--- config.mk ---
export PLATFORM = sky130hd
export DESIGN_NAME = agoc_top
export DESIGN_NICKNAME = d
export VERILOG_FILES = /design/src/hdl/agoc_top.v
export VERILOG_INCLUDE_DIRS = /design/src /design/src/hdl
export SDC_FILE = /design/constraint.sdc
export NUM_CORES = 1
export LEC_CHECK = 0
export BUFFER_PORTS_ARGS = -buffer_cell sky130_fd_sc_hd__buf_4
export CORE_UTILIZATION = 63
export CTS_CLUSTER_DIAMETER = 50
export DETAILED_ROUTE_END_ITERATION = 12
export PLACE_DENSITY = 0.85
export SLEW_MARGIN = 0
export SYNTH_ARGS = -nofsm -noshare
export SYNTH_HDL_FRONTEND = slang
export SYNTH_SLANG_ARGS = --single-unit
--- constraint.sdc ---
create_clock -name clk -period 10.7 [get_ports clk]
set_clock_uncertainty 0.05 [all_clocks]
set_input_delay 1.605 -clock clk [delete_from_list [all_inputs] [get_ports clk]]
set_output_delay 1.605 -clock clk [all_outputs]
set_load 0.005 [all_outputs]
--- src/hdl/agoc_regs.vh ---
// Register map, field positions and constants of the gain and offset corrector
`ifndef AGOC_REGS_VH
`define AGOC_REGS_VH

// Coefficient register indexes (byte address is four times the index)
`define AGOC_IDX_CH11_ODD   8'h29
`define AGOC_IDX_CH11_EVEN  8'h2a
`define AGOC_IDX_CH12_ODD   8'h2b
`define AGOC_IDX_CH12_EVEN  8'h2c
// Configuration register 3 holds the global enables
`define AGOC_IDX_CFG3       8'h03

// Field positions
`define AGOC_GAIN_MSB       15
`define AGOC_GAIN_LSB       11
`define AGOC_OFFS_MSB       9
`define AGOC_OFFS_LSB       0
`define AGOC_GAIN_EN_BIT    12
`define AGOC_OFFS_EN_BIT    8

// Reset values and writable masks
`define AGOC_COEF_RESET     16'h0000
`define AGOC_COEF_MASK      16'hfbff
`define AGOC_CFG3_MASK      16'h1100

// Sample width (14-bit LSB weight) and gain table fraction bits
`define AGOC_SAMPLE_W       14
`define AGOC_GAIN_FRAC      14

`endif

--- src/hdl/agoc_top.v ---
// Gain and offset correction for channels 11 and 12 with APB register access
//
// The implementer's own choice: the APB interface to the registers.
`timescale 1ns/100ps
`include "agoc_regs.vh"

// Behaviour
// RULE1 - gain is 5-bit code times 0.2 dB
// RULE2 - subtract 10-bit offset when offset enabled
// RULE3 - offset is two's complement, 14-bit LSB
// RULE4 - separate odd and even coefficient sets
// RULE5 - gain applied only when gain enable set
// RULE6 - offset applied only when offset enable set
// RULE7 - disabled stage passes through; coefficients reset zero
module agoc_top
(
	// Clock and reset
	input  wire        clk,
	input  wire        reset,
	// APB slave
	input  wire        psel,
	input  wire        penable,
	input  wire        pwrite,
	input  wire [11:0] paddr,
	input  wire [31:0] pwdata,
	output reg  [31:0] prdata,
	output reg         pready,
	output reg         pslverr,
	// Sample input: channel 0 is 11, 1 is 12; odd flags the odd slice
	input  wire        sample_valid,
	input  wire        sample_channel,
	input  wire        sample_odd,
	input  wire [13:0] sample_in,
	// Corrected sample output
	output reg         corr_valid,
	output reg         corr_channel,
	output reg         corr_odd,
	output reg  [13:0] corr_out
);

	// ****************************************
	// Storage
	// ****************************************
	reg  [15:0] coef_q [0:3];   // ch11 odd, ch11 even, ch12 odd, ch12 even
	reg  [15:0] cfg3_q;
	reg  [13:0] stage_q;
	reg         stage_valid_q;
	reg         stage_channel_q;
	reg         stage_odd_q;
	reg  [4:0]  stage_gain_q;
	integer     i;

	// ****************************************
	// Functions
	// ****************************************

	// Register index of a byte address, 8'hff when misaligned or at byte address 400h or above
	function [7:0] agoc_index;
		input [11:0] addr;
		begin
			if ((addr[1:0] != 2'b00) || (addr[11:10] != 2'b00))
				agoc_index = 8'hff;
			else
				agoc_index = addr[9:2];
		end
	endfunction

	// Linear factor 10^(N/100), i.e. N steps of 0.2 dB, in Q4.14 for N = 0..31
	// Entries are rounded to nearest, so no step drifts by more than half an LSB
	function [17:0] agoc_gain_lin;
		input [4:0] code;
		begin
			case (code)
				5'd0:  agoc_gain_lin = 18'h0_4000;
				5'd1:  agoc_gain_lin = 18'h0_417E;
				5'd2:  agoc_gain_lin = 18'h0_4304;
				5'd3:  agoc_gain_lin = 18'h0_4494;
				5'd4:  agoc_gain_lin = 18'h0_462D;
				5'd5:  agoc_gain_lin = 18'h0_47CF;
				5'd6:  agoc_gain_lin = 18'h0_497B;
				5'd7:  agoc_gain_lin = 18'h0_4B32;
				5'd8:  agoc_gain_lin = 18'h0_4CF2;
				5'd9:  agoc_gain_lin = 18'h0_4EBD;
				5'd10: agoc_gain_lin = 18'h0_5092;
				5'd11: agoc_gain_lin = 18'h0_5273;
				5'd12: agoc_gain_lin = 18'h0_545E;
				5'd13: agoc_gain_lin = 18'h0_5655;
				5'd14: agoc_gain_lin = 18'h0_5858;
				5'd15: agoc_gain_lin = 18'h0_5A67;
				5'd16: agoc_gain_lin = 18'h0_5C82;
				5'd17: agoc_gain_lin = 18'h0_5EAA;
				5'd18: agoc_gain_lin = 18'h0_60DE;
				5'd19: agoc_gain_lin = 18'h0_6320;
				5'd20: agoc_gain_lin = 18'h0_656F;
				5'd21: agoc_gain_lin = 18'h0_67CC;
				5'd22: agoc_gain_lin = 18'h0_6A37;
				5'd23: agoc_gain_lin = 18'h0_6CB0;
				5'd24: agoc_gain_lin = 18'h0_6F38;
				5'd25: agoc_gain_lin = 18'h0_71CF;
				5'd26: agoc_gain_lin = 18'h0_7476;
				5'd27: agoc_gain_lin = 18'h0_772C;
				5'd28: agoc_gain_lin = 18'h0_79F3;
				5'd29: agoc_gain_lin = 18'h0_7CCA;
				5'd30: agoc_gain_lin = 18'h0_7FB2;
				default: agoc_gain_lin = 18'h0_82AC;
			endcase
		end
	endfunction

	// Clamp a signed value to the unsigned 14-bit sample range
	function [13:0] agoc_clamp;
		input signed [35:0] v;
		begin
			if (v < 36'sd0)
				agoc_clamp = 14'h0000;
			else if (v > 36'sd16383)
				agoc_clamp = 14'h3fff;
			else
				agoc_clamp = v[13:0];
		end
	endfunction

	// ****************************************
	// APB decode
	// ****************************************
	wire [7:0]  acc_idx   = agoc_index(paddr);
	wire        acc_setup = psel & ~penable;
	// Addresses outside the four coefficient words and cfg3 answer with an error
	wire        acc_hit   = (acc_idx >= `AGOC_IDX_CH11_ODD) && (acc_idx <= `AGOC_IDX_CH12_EVEN);
	wire        acc_cfg   = (acc_idx == `AGOC_IDX_CFG3);
	wire [1:0]  acc_slot  = acc_idx[1:0] - 2'b01;  // 29h..2Ch map to 0..3

	// Register writes and read answers; no wait state, answer in access phase
	always @(posedge clk or posedge reset)
	begin
		if (reset)
		begin
			for (i = 0; i < 4; i = i + 1)
				coef_q[i] <= `AGOC_COEF_RESET;   // see RULE7
			cfg3_q  <= 16'h0000;
			prdata  <= 32'h0000_0000;
			pready  <= 1'b0;
			pslverr <= 1'b0;
		end
		else
		begin
			pready  <= acc_setup;
			pslverr <= acc_setup & ~(acc_hit | acc_cfg);
			// Reads load prdata at the setup edge so it stands during the access phase
			if (acc_setup & ~pwrite)
			begin
				if (acc_hit)
					prdata <= {16'h0000, coef_q[acc_slot]};
				else if (acc_cfg)
					prdata <= {16'h0000, cfg3_q};
				else
					prdata <= 32'h0000_0000;
			end
			// Writes take effect at the completing access edge
			if (psel & penable & pready & pwrite)
			begin
				if (acc_hit)
					coef_q[acc_slot] <= pwdata[15:0] & `AGOC_COEF_MASK;
				else if (acc_cfg)
					cfg3_q <= pwdata[15:0] & `AGOC_CFG3_MASK;
			end
		end
	end

	// ****************************************
	// Datapath
	// ****************************************
	wire        gain_correction_enable   = cfg3_q[`AGOC_GAIN_EN_BIT];
	wire        offset_correction_enable = cfg3_q[`AGOC_OFFS_EN_BIT];
	// Coefficient slot follows the channel and slice tags of the incoming sample
	wire [15:0] sel_coef = coef_q[{sample_channel, ~sample_odd}];  // see RULE4
	wire signed [9:0]  offset_value = sel_coef[`AGOC_OFFS_MSB:`AGOC_OFFS_LSB];  // see RULE3
	// Offset is sign-extended so a negative coefficient raises the sample
	wire signed [15:0] offs_sum = $signed({2'b00, sample_in}) - {{6{offset_value[9]}}, offset_value};
	wire [13:0] offs_res = offset_correction_enable ?
		agoc_clamp({{20{offs_sum[15]}}, offs_sum}) : sample_in;  // see RULE2, RULE6, RULE7
	wire [17:0] gain_lin = agoc_gain_lin(stage_gain_q);  // see RULE1
	// Full 32-bit product; dropping the 14 fraction bits truncates the result
	wire [31:0] gain_prod = stage_q * gain_lin;
	wire [17:0] gain_shift = gain_prod[31:`AGOC_GAIN_FRAC];

	// Stage 1: offset; stage 2: gain
	always @(posedge clk or posedge reset)
	begin
		if (reset)
		begin
			stage_q         <= 14'h0000;
			stage_valid_q   <= 1'b0;
			stage_channel_q <= 1'b0;
			stage_odd_q     <= 1'b0;
			stage_gain_q    <= 5'h00;
			corr_valid      <= 1'b0;
			corr_channel    <= 1'b0;
			corr_odd        <= 1'b0;
			corr_out        <= 14'h0000;
		end
		else
		begin
			stage_valid_q   <= sample_valid;
			stage_channel_q <= sample_channel;
			stage_odd_q     <= sample_odd;
			if (sample_valid)
			begin
				stage_q      <= offs_res;
				stage_gain_q <= sel_coef[`AGOC_GAIN_MSB:`AGOC_GAIN_LSB];
			end
			corr_valid   <= stage_valid_q;
			corr_channel <= stage_channel_q;
			corr_odd     <= stage_odd_q;
			if (stage_valid_q)
			begin
				if (gain_correction_enable)  // see RULE5
					corr_out <= agoc_clamp({18'h0_0000, gain_shift});  // see RULE1
				else
					corr_out <= stage_q;  // see RULE7
			end
		end
	end

endmodule

==> results of run 1 <==
-- worst max path at each step --
stage | cells after the start | endpoint | start | slack [ns]
3_3_place_gp | 26 | corr_out[6]$_DFFE_PP0P_ | stage_gain_q[0]$_DFFE_PP0P_ | 1.64
5_1_grt | 26 | corr_out[6]$_DFFE_PP0P_ | stage_gain_q[0]$_DFFE_PP0P_ | 0.93
6_report | 26 | corr_out[1]$_DFFE_PP0P_ | stage_gain_q[1]$_DFFE_PP0P_ | 1.33
3_5_place_dp | 26 | corr_out[0]$_DFFE_PP0P_ | stage_gain_q[0]$_DFFE_PP0P_ | 1.45
4_1_cts | 26 | corr_out[6]$_DFFE_PP0P_ | stage_gain_q[1]$_DFFE_PP0P_ | 1.43
2_1_floorplan | 28 | corr_out[1]$_DFFE_PP0P_ | stage_gain_q[1]$_DFFE_PP0P_ | 2.89
-- cell type report --
class	instances	area share
tap	319	0.0245
timing repair buffer	100	0.0460
inverter	219	0.0506
sequential	118	0.181
clock buffer	17	0.0261
clock inverter	15	0.0128
multi-input combinational	1124	0.659
-- registers in the layout, indices dropped and copies added (netlist names), 2 cells and up --
signal        cells
cfg3_q            2
corr_out         14
stage_q          14
stage_gain_q      5
coef_q           60
prdata           15
-- power breakdown --
part | total, mW | internal (mW) | switching, mW
Combinational | 0.170 | 0.0704 | 0.0992
Clock | 0.621 | 0.378 | 0.243
Sequential | 0.497 | 0.458 | 0.0393
Total | 1.29 | 0.906 | 0.382
-- logic make-up (layout without fill, tap and decap cells) --
family	after synthesis	count (layout)	share of synthesized area
xor+xnor	28	28	0.0163
buf+inv	321	351	0.0927
simple gates	432	432	0.147
fa+ha+maj	298	298	0.331
flops	118	118	0.196
mux	97	97	0.0958
compound gates	252	252	0.121
other cells	1	17	0.000250
-- per-stage QoR --
stage               hold slack, ns  setup slack [ns]
detailed placement           0.287              1.45
global route                 0.312             0.928
floorplan                    0.281              2.89
global placement             0.282              1.64
finish                       0.303              1.33
CTS                          0.301              1.43
-- per-layer routing --
layer	up-vias	wire (um)
li1	5194	-
met4	0	2130
met1	6001	15000
met2	704	19300
met5	-	0
met3	182	3420
-- worst max-delay path: cells and delay by family (launching register included) --
family	cells	cell delay (ns)
adders and majority gates	8	4.01
and+or+nand+nor	7	2.65
AOI/OAI and AO/OA	6	1.08
buffers and inverters	4	0.70
DFF	1	0.58
xor gates and xnor gates	1	0.18
-- cells in the final DEF, fill, tap and decap left out, types with 8 or more instances in the layout --
cell	n
nor3_1	10
nor2_1	74
xnor2_1	18
ha_1	132
a221oi_2	11
a211oi_1	9
o21ai_0	63
xor2_1	10
inv_1	217
nor2b_1	8
o21a_1	8
a21o_1	16
nand2b_1	13
a31oi_1	11
a22o_1	13
fa_1	166
buf_4	100
and2_1	102
and3_1	12
o211ai_1	12
mux2_2	33
nand2_1	160
dfrtp_1	118
mux4_2	31
mux2_1	32
conb_1	17
a21oi_1	46
clkbuf_16	17
nand3_1	10
nand4_1	11
==> flow_metrics.env, run 1 <==
export IMPL_status="completed"
export IMPL_power_per_cell_area_nw_per_um2=79.0
export IMPL_grt_max_degree=89
export IMPL_drtIter0Drc=1161
export IMPL_cts_tree="done"
export IMPL_power_leakage_nw=8.13
export IMPL_overflow=0
export IMPL_multi_input_area_sq_um=10700
export IMPL_fillerInstances=1667
export IMPL_path_clk_slew_ns=0.06
export IMPL_post_cts_setup_buffers=0
export IMPL_avgSynthCellArea_sq_um=9.71
export IMPL_synth_cell_types=84
export IMPL_ctsHoldBuffers=0
export IMPL_die_x_um=156
export IMPL_drive_gt1_frac=0.149
export IMPL_dp_hpwl_mm=28.1
export IMPL_hold_end="corr_channel$_DFF_PP0_"
export IMPL_min_period_ns=9.37
export IMPL_clock_sinks=118
export IMPL_grtUsageTotal=0.354
export IMPL_crit_top_cell="fa_1"
export IMPL_cp_max_fo=14
export IMPL_criticalPathCategory="reg -> reg"
export IMPL_htree_num_levels=4
export IMPL_ys_ff_latch=118
export IMPL_rows=56
export IMPL_relSlewSlack=0.227
export IMPL_power_total_mw=1.29
export IMPL_hold_start="stage_channel_q$_DFF_PP0_"
export IMPL_yosysMostFrequentCell="inv_1"
export IMPL_synth_edf_count=0
export IMPL_max_cap_violations=0
export IMPL_dpl_instance_area_sq_um=15700
export IMPL_use_met2=0.584
export IMPL_grt_busiest_layer="met2"
export IMPL_dp_cells=1880
export IMPL_async_reset_ff_frac=1.00
export IMPL_maxSlewViolCount=0
export IMPL_clk_path_buf_depth=2
export IMPL_io_pins=117
export IMPL_yosysWarnings=0
export IMPL_critPathArrivalTime_ns=9.61
export IMPL_final_cell_area_sq_um=16300
export IMPL_rsz0062_at_grt="false"
export IMPL_ys_flop_type="dfrtp_1"
export IMPL_hold_path_class="reg -> reg"
export IMPL_grt_pass1_wl_mm=66.7
export IMPL_root_buffer="clkbuf_16"
export IMPL_ant_nets=0
export IMPL_regArea_sq_um=2950
export IMPL_max_stage_delay_ns=0.85
export IMPL_place_congestion=0.915
export IMPL_reg2reg_from="stage_gain_q[1]$_DFFE_PP0P_"
export IMPL_min_delay_path_depth=0
export IMPL_start_kind="flop"
export IMPL_setup_viol=0
export IMPL_wirelength_mm=39.8
export IMPL_hold_viol=0
export IMPL_worstSkewPairLatency_ns=0.42
export IMPL_firstDrtPassIters=5
export IMPL_initial_core_util=0.642
export IMPL_cts_made_buffers=17
export IMPL_fmax_mhz=107
export IMPL_synth_common_cells="218 x inv_1, 166 x fa_1, 160 x nand2_1"
export IMPL_rrSetupSlack_ns=1.33
export IMPL_cpMaxStageDelayCell="nor4_4"
export IMPL_synth_cells=1547
export IMPL_routedWlPerCell_um=20.8
export IMPL_vias_per_cell=6.32
export IMPL_r2r_cells=26
export IMPL_fin_util=0.697
export IMPL_antenna_found_initial=0
export IMPL_numPortBuffers=82
export IMPL_synth_top_area_cell="fa_1"
export IMPL_cts_resized=0
export IMPL_ys_top_cells_by_area="fa_1 22%, dfrtp_1 20%, ha_1 11%, inv_1 5.4%, mux4_2 4.6%"
export IMPL_dieHeight_um=156
export IMPL_ir_worst_vdd_mv=0.121
export IMPL_ys_seq_area_frac=0.196
export IMPL_drc=0
export IMPL_timing_final_crit_share=0.876
export IMPL_grt_pass1_vias=12894
export IMPL_die_area_sq_um=24500
export IMPL_worstReg2RegEnd="corr_out[1]$_DFFE_PP0P_"
export IMPL_nNetsFinal=1944
export IMPL_diodes=0
export IMPL_syn_area_sq_um=15000
export IMPL_tightest_slew_ns=1.16
export IMPL_fin_setup_tns_ns=0
export IMPL_critPathCaptureType="flop"
export IMPL_synth_top_area_frac=0.221
export IMPL_vias=12081
export IMPL_stdcell_count=1912
export IMPL_syn_to_final_growth_pct=8.49
export IMPL_worstPathRequired_ns=10.94
export IMPL_grt_use_met3=0.0662
export IMPL_core_area_sq_um=23400
export IMPL_grt_util_met1=0.444
Power figures use the tool's default switching activity.
==> run 2: changes to the inputs <==
- ABC_AREA: unset -> 1
- CORE_UTILIZATION: 63 -> 64
- CTS_BUF_LIST: unset -> sky130_fd_sc_hd__clkbuf_4 sky130_fd_sc_hd__clkbuf_8
- PLACE_DENSITY: 0.85 -> 0.86
==> flow_metrics.env, run 2 <==
export IMPL_cpMaxStageDelayCell="dfrtp_1"
export IMPL_vias_per_cell=5.93
export IMPL_initial_core_util=0.651
export IMPL_nNetsFinal=2332
export IMPL_ctsHoldBuffers=0
export IMPL_criticalPathCategory="reg -> reg"
export IMPL_ant_nets=0
export IMPL_overflow=0
export IMPL_yosysMostFrequentCell="nand2_1"
export IMPL_cts_made_buffers=17
export IMPL_clk_path_buf_depth=2
export IMPL_critPathCaptureType="flop"
export IMPL_synth_cell_types=51
export IMPL_die_area_sq_um=23700
export IMPL_syn_area_sq_um=14700
export IMPL_setup_viol=0
export IMPL_cts_tree="done"
export IMPL_grt_pass1_vias=13636
export IMPL_final_cell_mix="480 x nand2_1, 292 x inv_1, 192 x nor2_1, 166 x fa_1, 139 x o21ai_0"
export IMPL_worstSkewPairLatency_ns=0.44
export IMPL_fillerInstances=1832
export IMPL_diodes=0
export IMPL_layout_commonest_cell="nand2_1"
export IMPL_die_x_um=154
export IMPL_dp_hpwl_mm=32.4
export IMPL_async_reset_ff_frac=1.00
export IMPL_io_pins=117
export IMPL_r2r_cells=31
export IMPL_hold_path_class="reg -> reg"
export IMPL_grt_max_degree=67
export IMPL_hold_viol=0
export IMPL_dpl_instance_area_sq_um=15400
export IMPL_synth_cells=1932
export IMPL_synth_top_area_frac=0.225
export IMPL_tightest_slew_ns=1.17
export IMPL_core_area_sq_um=22600
export IMPL_numPortBuffers=82
export IMPL_min_period_ns=8.28
export IMPL_antenna_found_initial=0
export IMPL_top_register="coef_q"
export IMPL_rsz0062_at_grt="false"
export IMPL_min_delay_path_depth=0
export IMPL_htree_num_levels=4
export IMPL_rrSetupSlack_ns=2.42
export IMPL_critPathBufInv=6
export IMPL_yosysWarnings=0
export IMPL_largest_reg_flops=60
export IMPL_grtUsageTotal=0.370
export IMPL_synth_edf_count=0
export IMPL_fmax_mhz=121
export IMPL_startpoint="stage_gain_q[2]$_DFFE_PP0P_"
export IMPL_vias=13442
export IMPL_ys_ff_latch=118
export IMPL_ys_flop_type="dfrtp_1"
export IMPL_reg2reg_from="stage_gain_q[2]$_DFFE_PP0P_"
export IMPL_clock_sinks=118
export IMPL_wirelength_mm=41.8
export IMPL_status="completed"
export IMPL_synth_top_area_cell="fa_1"
export IMPL_path_clk_slew_ns=0.08
export IMPL_max_stage_delay_ns=0.81
export IMPL_ys_seq_area_frac=0.200
export IMPL_largestRegisters="coef_q x60, prdata x15"
export IMPL_critPathArrivalTime_ns=8.56
export IMPL_max_cap_violations=0
export IMPL_synth_common_cells="480 x nand2_1, 293 x inv_1, 193 x nor2_1"
export IMPL_multi_input_area_sq_um=10300
export IMPL_maxSlewViolCount=0
export IMPL_final_cell_area_sq_um=15800
export IMPL_start_kind="flop"
export IMPL_cpLargestDelayFamily="adder cells"
export IMPL_regArea_sq_um=2950
export IMPL_drive_gt1_frac=0.0823
export IMPL_timing_final_crit_share=0.774
export IMPL_firstDrtPassIters=5
export IMPL_cts_resized=0
export IMPL_drc=0
export IMPL_worstPathRequired_ns=10.98
export IMPL_post_cts_setup_buffers=0
export IMPL_avgSynthCellArea_sq_um=7.63
export IMPL_rows=55
export IMPL_critPathCapture="corr_out[3]$_DFFE_PP0P_"
export IMPL_routedWlPerCell_um=18.4
export IMPL_ys_top_cells_by_area="fa_1 23%, dfrtp_1 20%, nand2_1 12%, ha_1 11%, inv_1 7.5%"
export IMPL_relSlewSlack=0.221
export IMPL_cp_depth=31
export IMPL_place_congestion=0.955
export IMPL_dieHeight_um=154
export IMPL_drtIter0Drc=1044
export IMPL_grt_pass1_wl_mm=68.2
export IMPL_worstReg2RegEnd="corr_out[3]$_DFFE_PP0P_"
export IMPL_fin_setup_tns_ns=0
export IMPL_cp_max_fo=22
export IMPL_root_buffer="clkbuf_8"
export IMPL_syn_to_final_growth_pct=7.08
==> run 2: metrics by stage <==
stage / setup slack (ns) / hold slack (ns) / util / cells
CTS: 2.56 / 0.307 / 0.698 / 2266
global placement: 2.65 / 0.281 / 0.679 / 2234
finish: 2.42 / 0.311 / 0.698 / 2266
detailed placement: 2.60 / 0.290 / 0.679 / 2234
global route: 1.85 / 0.317 / 0.698 / 2266
floorplan: 3.90 / 0.281 / - / 1948
==> run 2: layout make-up <==
class                      instances  area share
tap                              285      0.0226
inverter                         306      0.0729
clock buffer                      20      0.0170
multi-input combinational       1439       0.651
timing repair buffer              86      0.0409
sequential                       118       0.187
clock inverter                    12     0.00903
==> run 2: worst reg2reg max path, delay by kind of cell, from the launching register on <==
family,cells,cell delay (ns)
flops,1,0.81
fa+ha+maj,7,3.46
buf+inv,6,0.86
compound gates,7,1.31
simple gates,11,1.68
==> run 2: per-layer routing <==
metal	part of all wire	routed length, um	GRT usage
met5	0	0	0
met4	0.053	2230	0.217
met3	0.085	3540	0.0648
met2	0.48	20000	0.616
met1	0.38	16000	0.454
==> run 2: worst min path at each step <==
stage	start	to	slack [ns]
after floorplan	stage_channel_q$_DFF_PP0_	corr_channel$_DFF_PP0_	0.28
after global placement	stage_channel_q$_DFF_PP0_	corr_channel$_DFF_PP0_	0.28
after detailed placement	stage_odd_q$_DFF_PP0_	corr_odd$_DFF_PP0_	0.29
after CTS	stage_odd_q$_DFF_PP0_	corr_odd$_DFF_PP0_	0.31
after global routing	stage_channel_q$_DFF_PP0_	corr_channel$_DFF_PP0_	0.32
final	stage_channel_q$_DFF_PP0_	corr_channel$_DFF_PP0_	0.31
==> run 2: cell families after synthesis <==
logic type	after synthesis	share of synthesized area
AOI/OAI and AO/OA	339	0.131
xor gates and xnor gates	15	0.00891
adders and majority gates	298	0.337
buffers and inverters	391	0.107
DFF	118	0.200
other	1	0.000254
and+or+nand+nor	770	0.215
Power of run 2 is left out: the tool's default activity adds up to more than one toggle a clock period on the data nets, which glitch-free logic cannot reach.
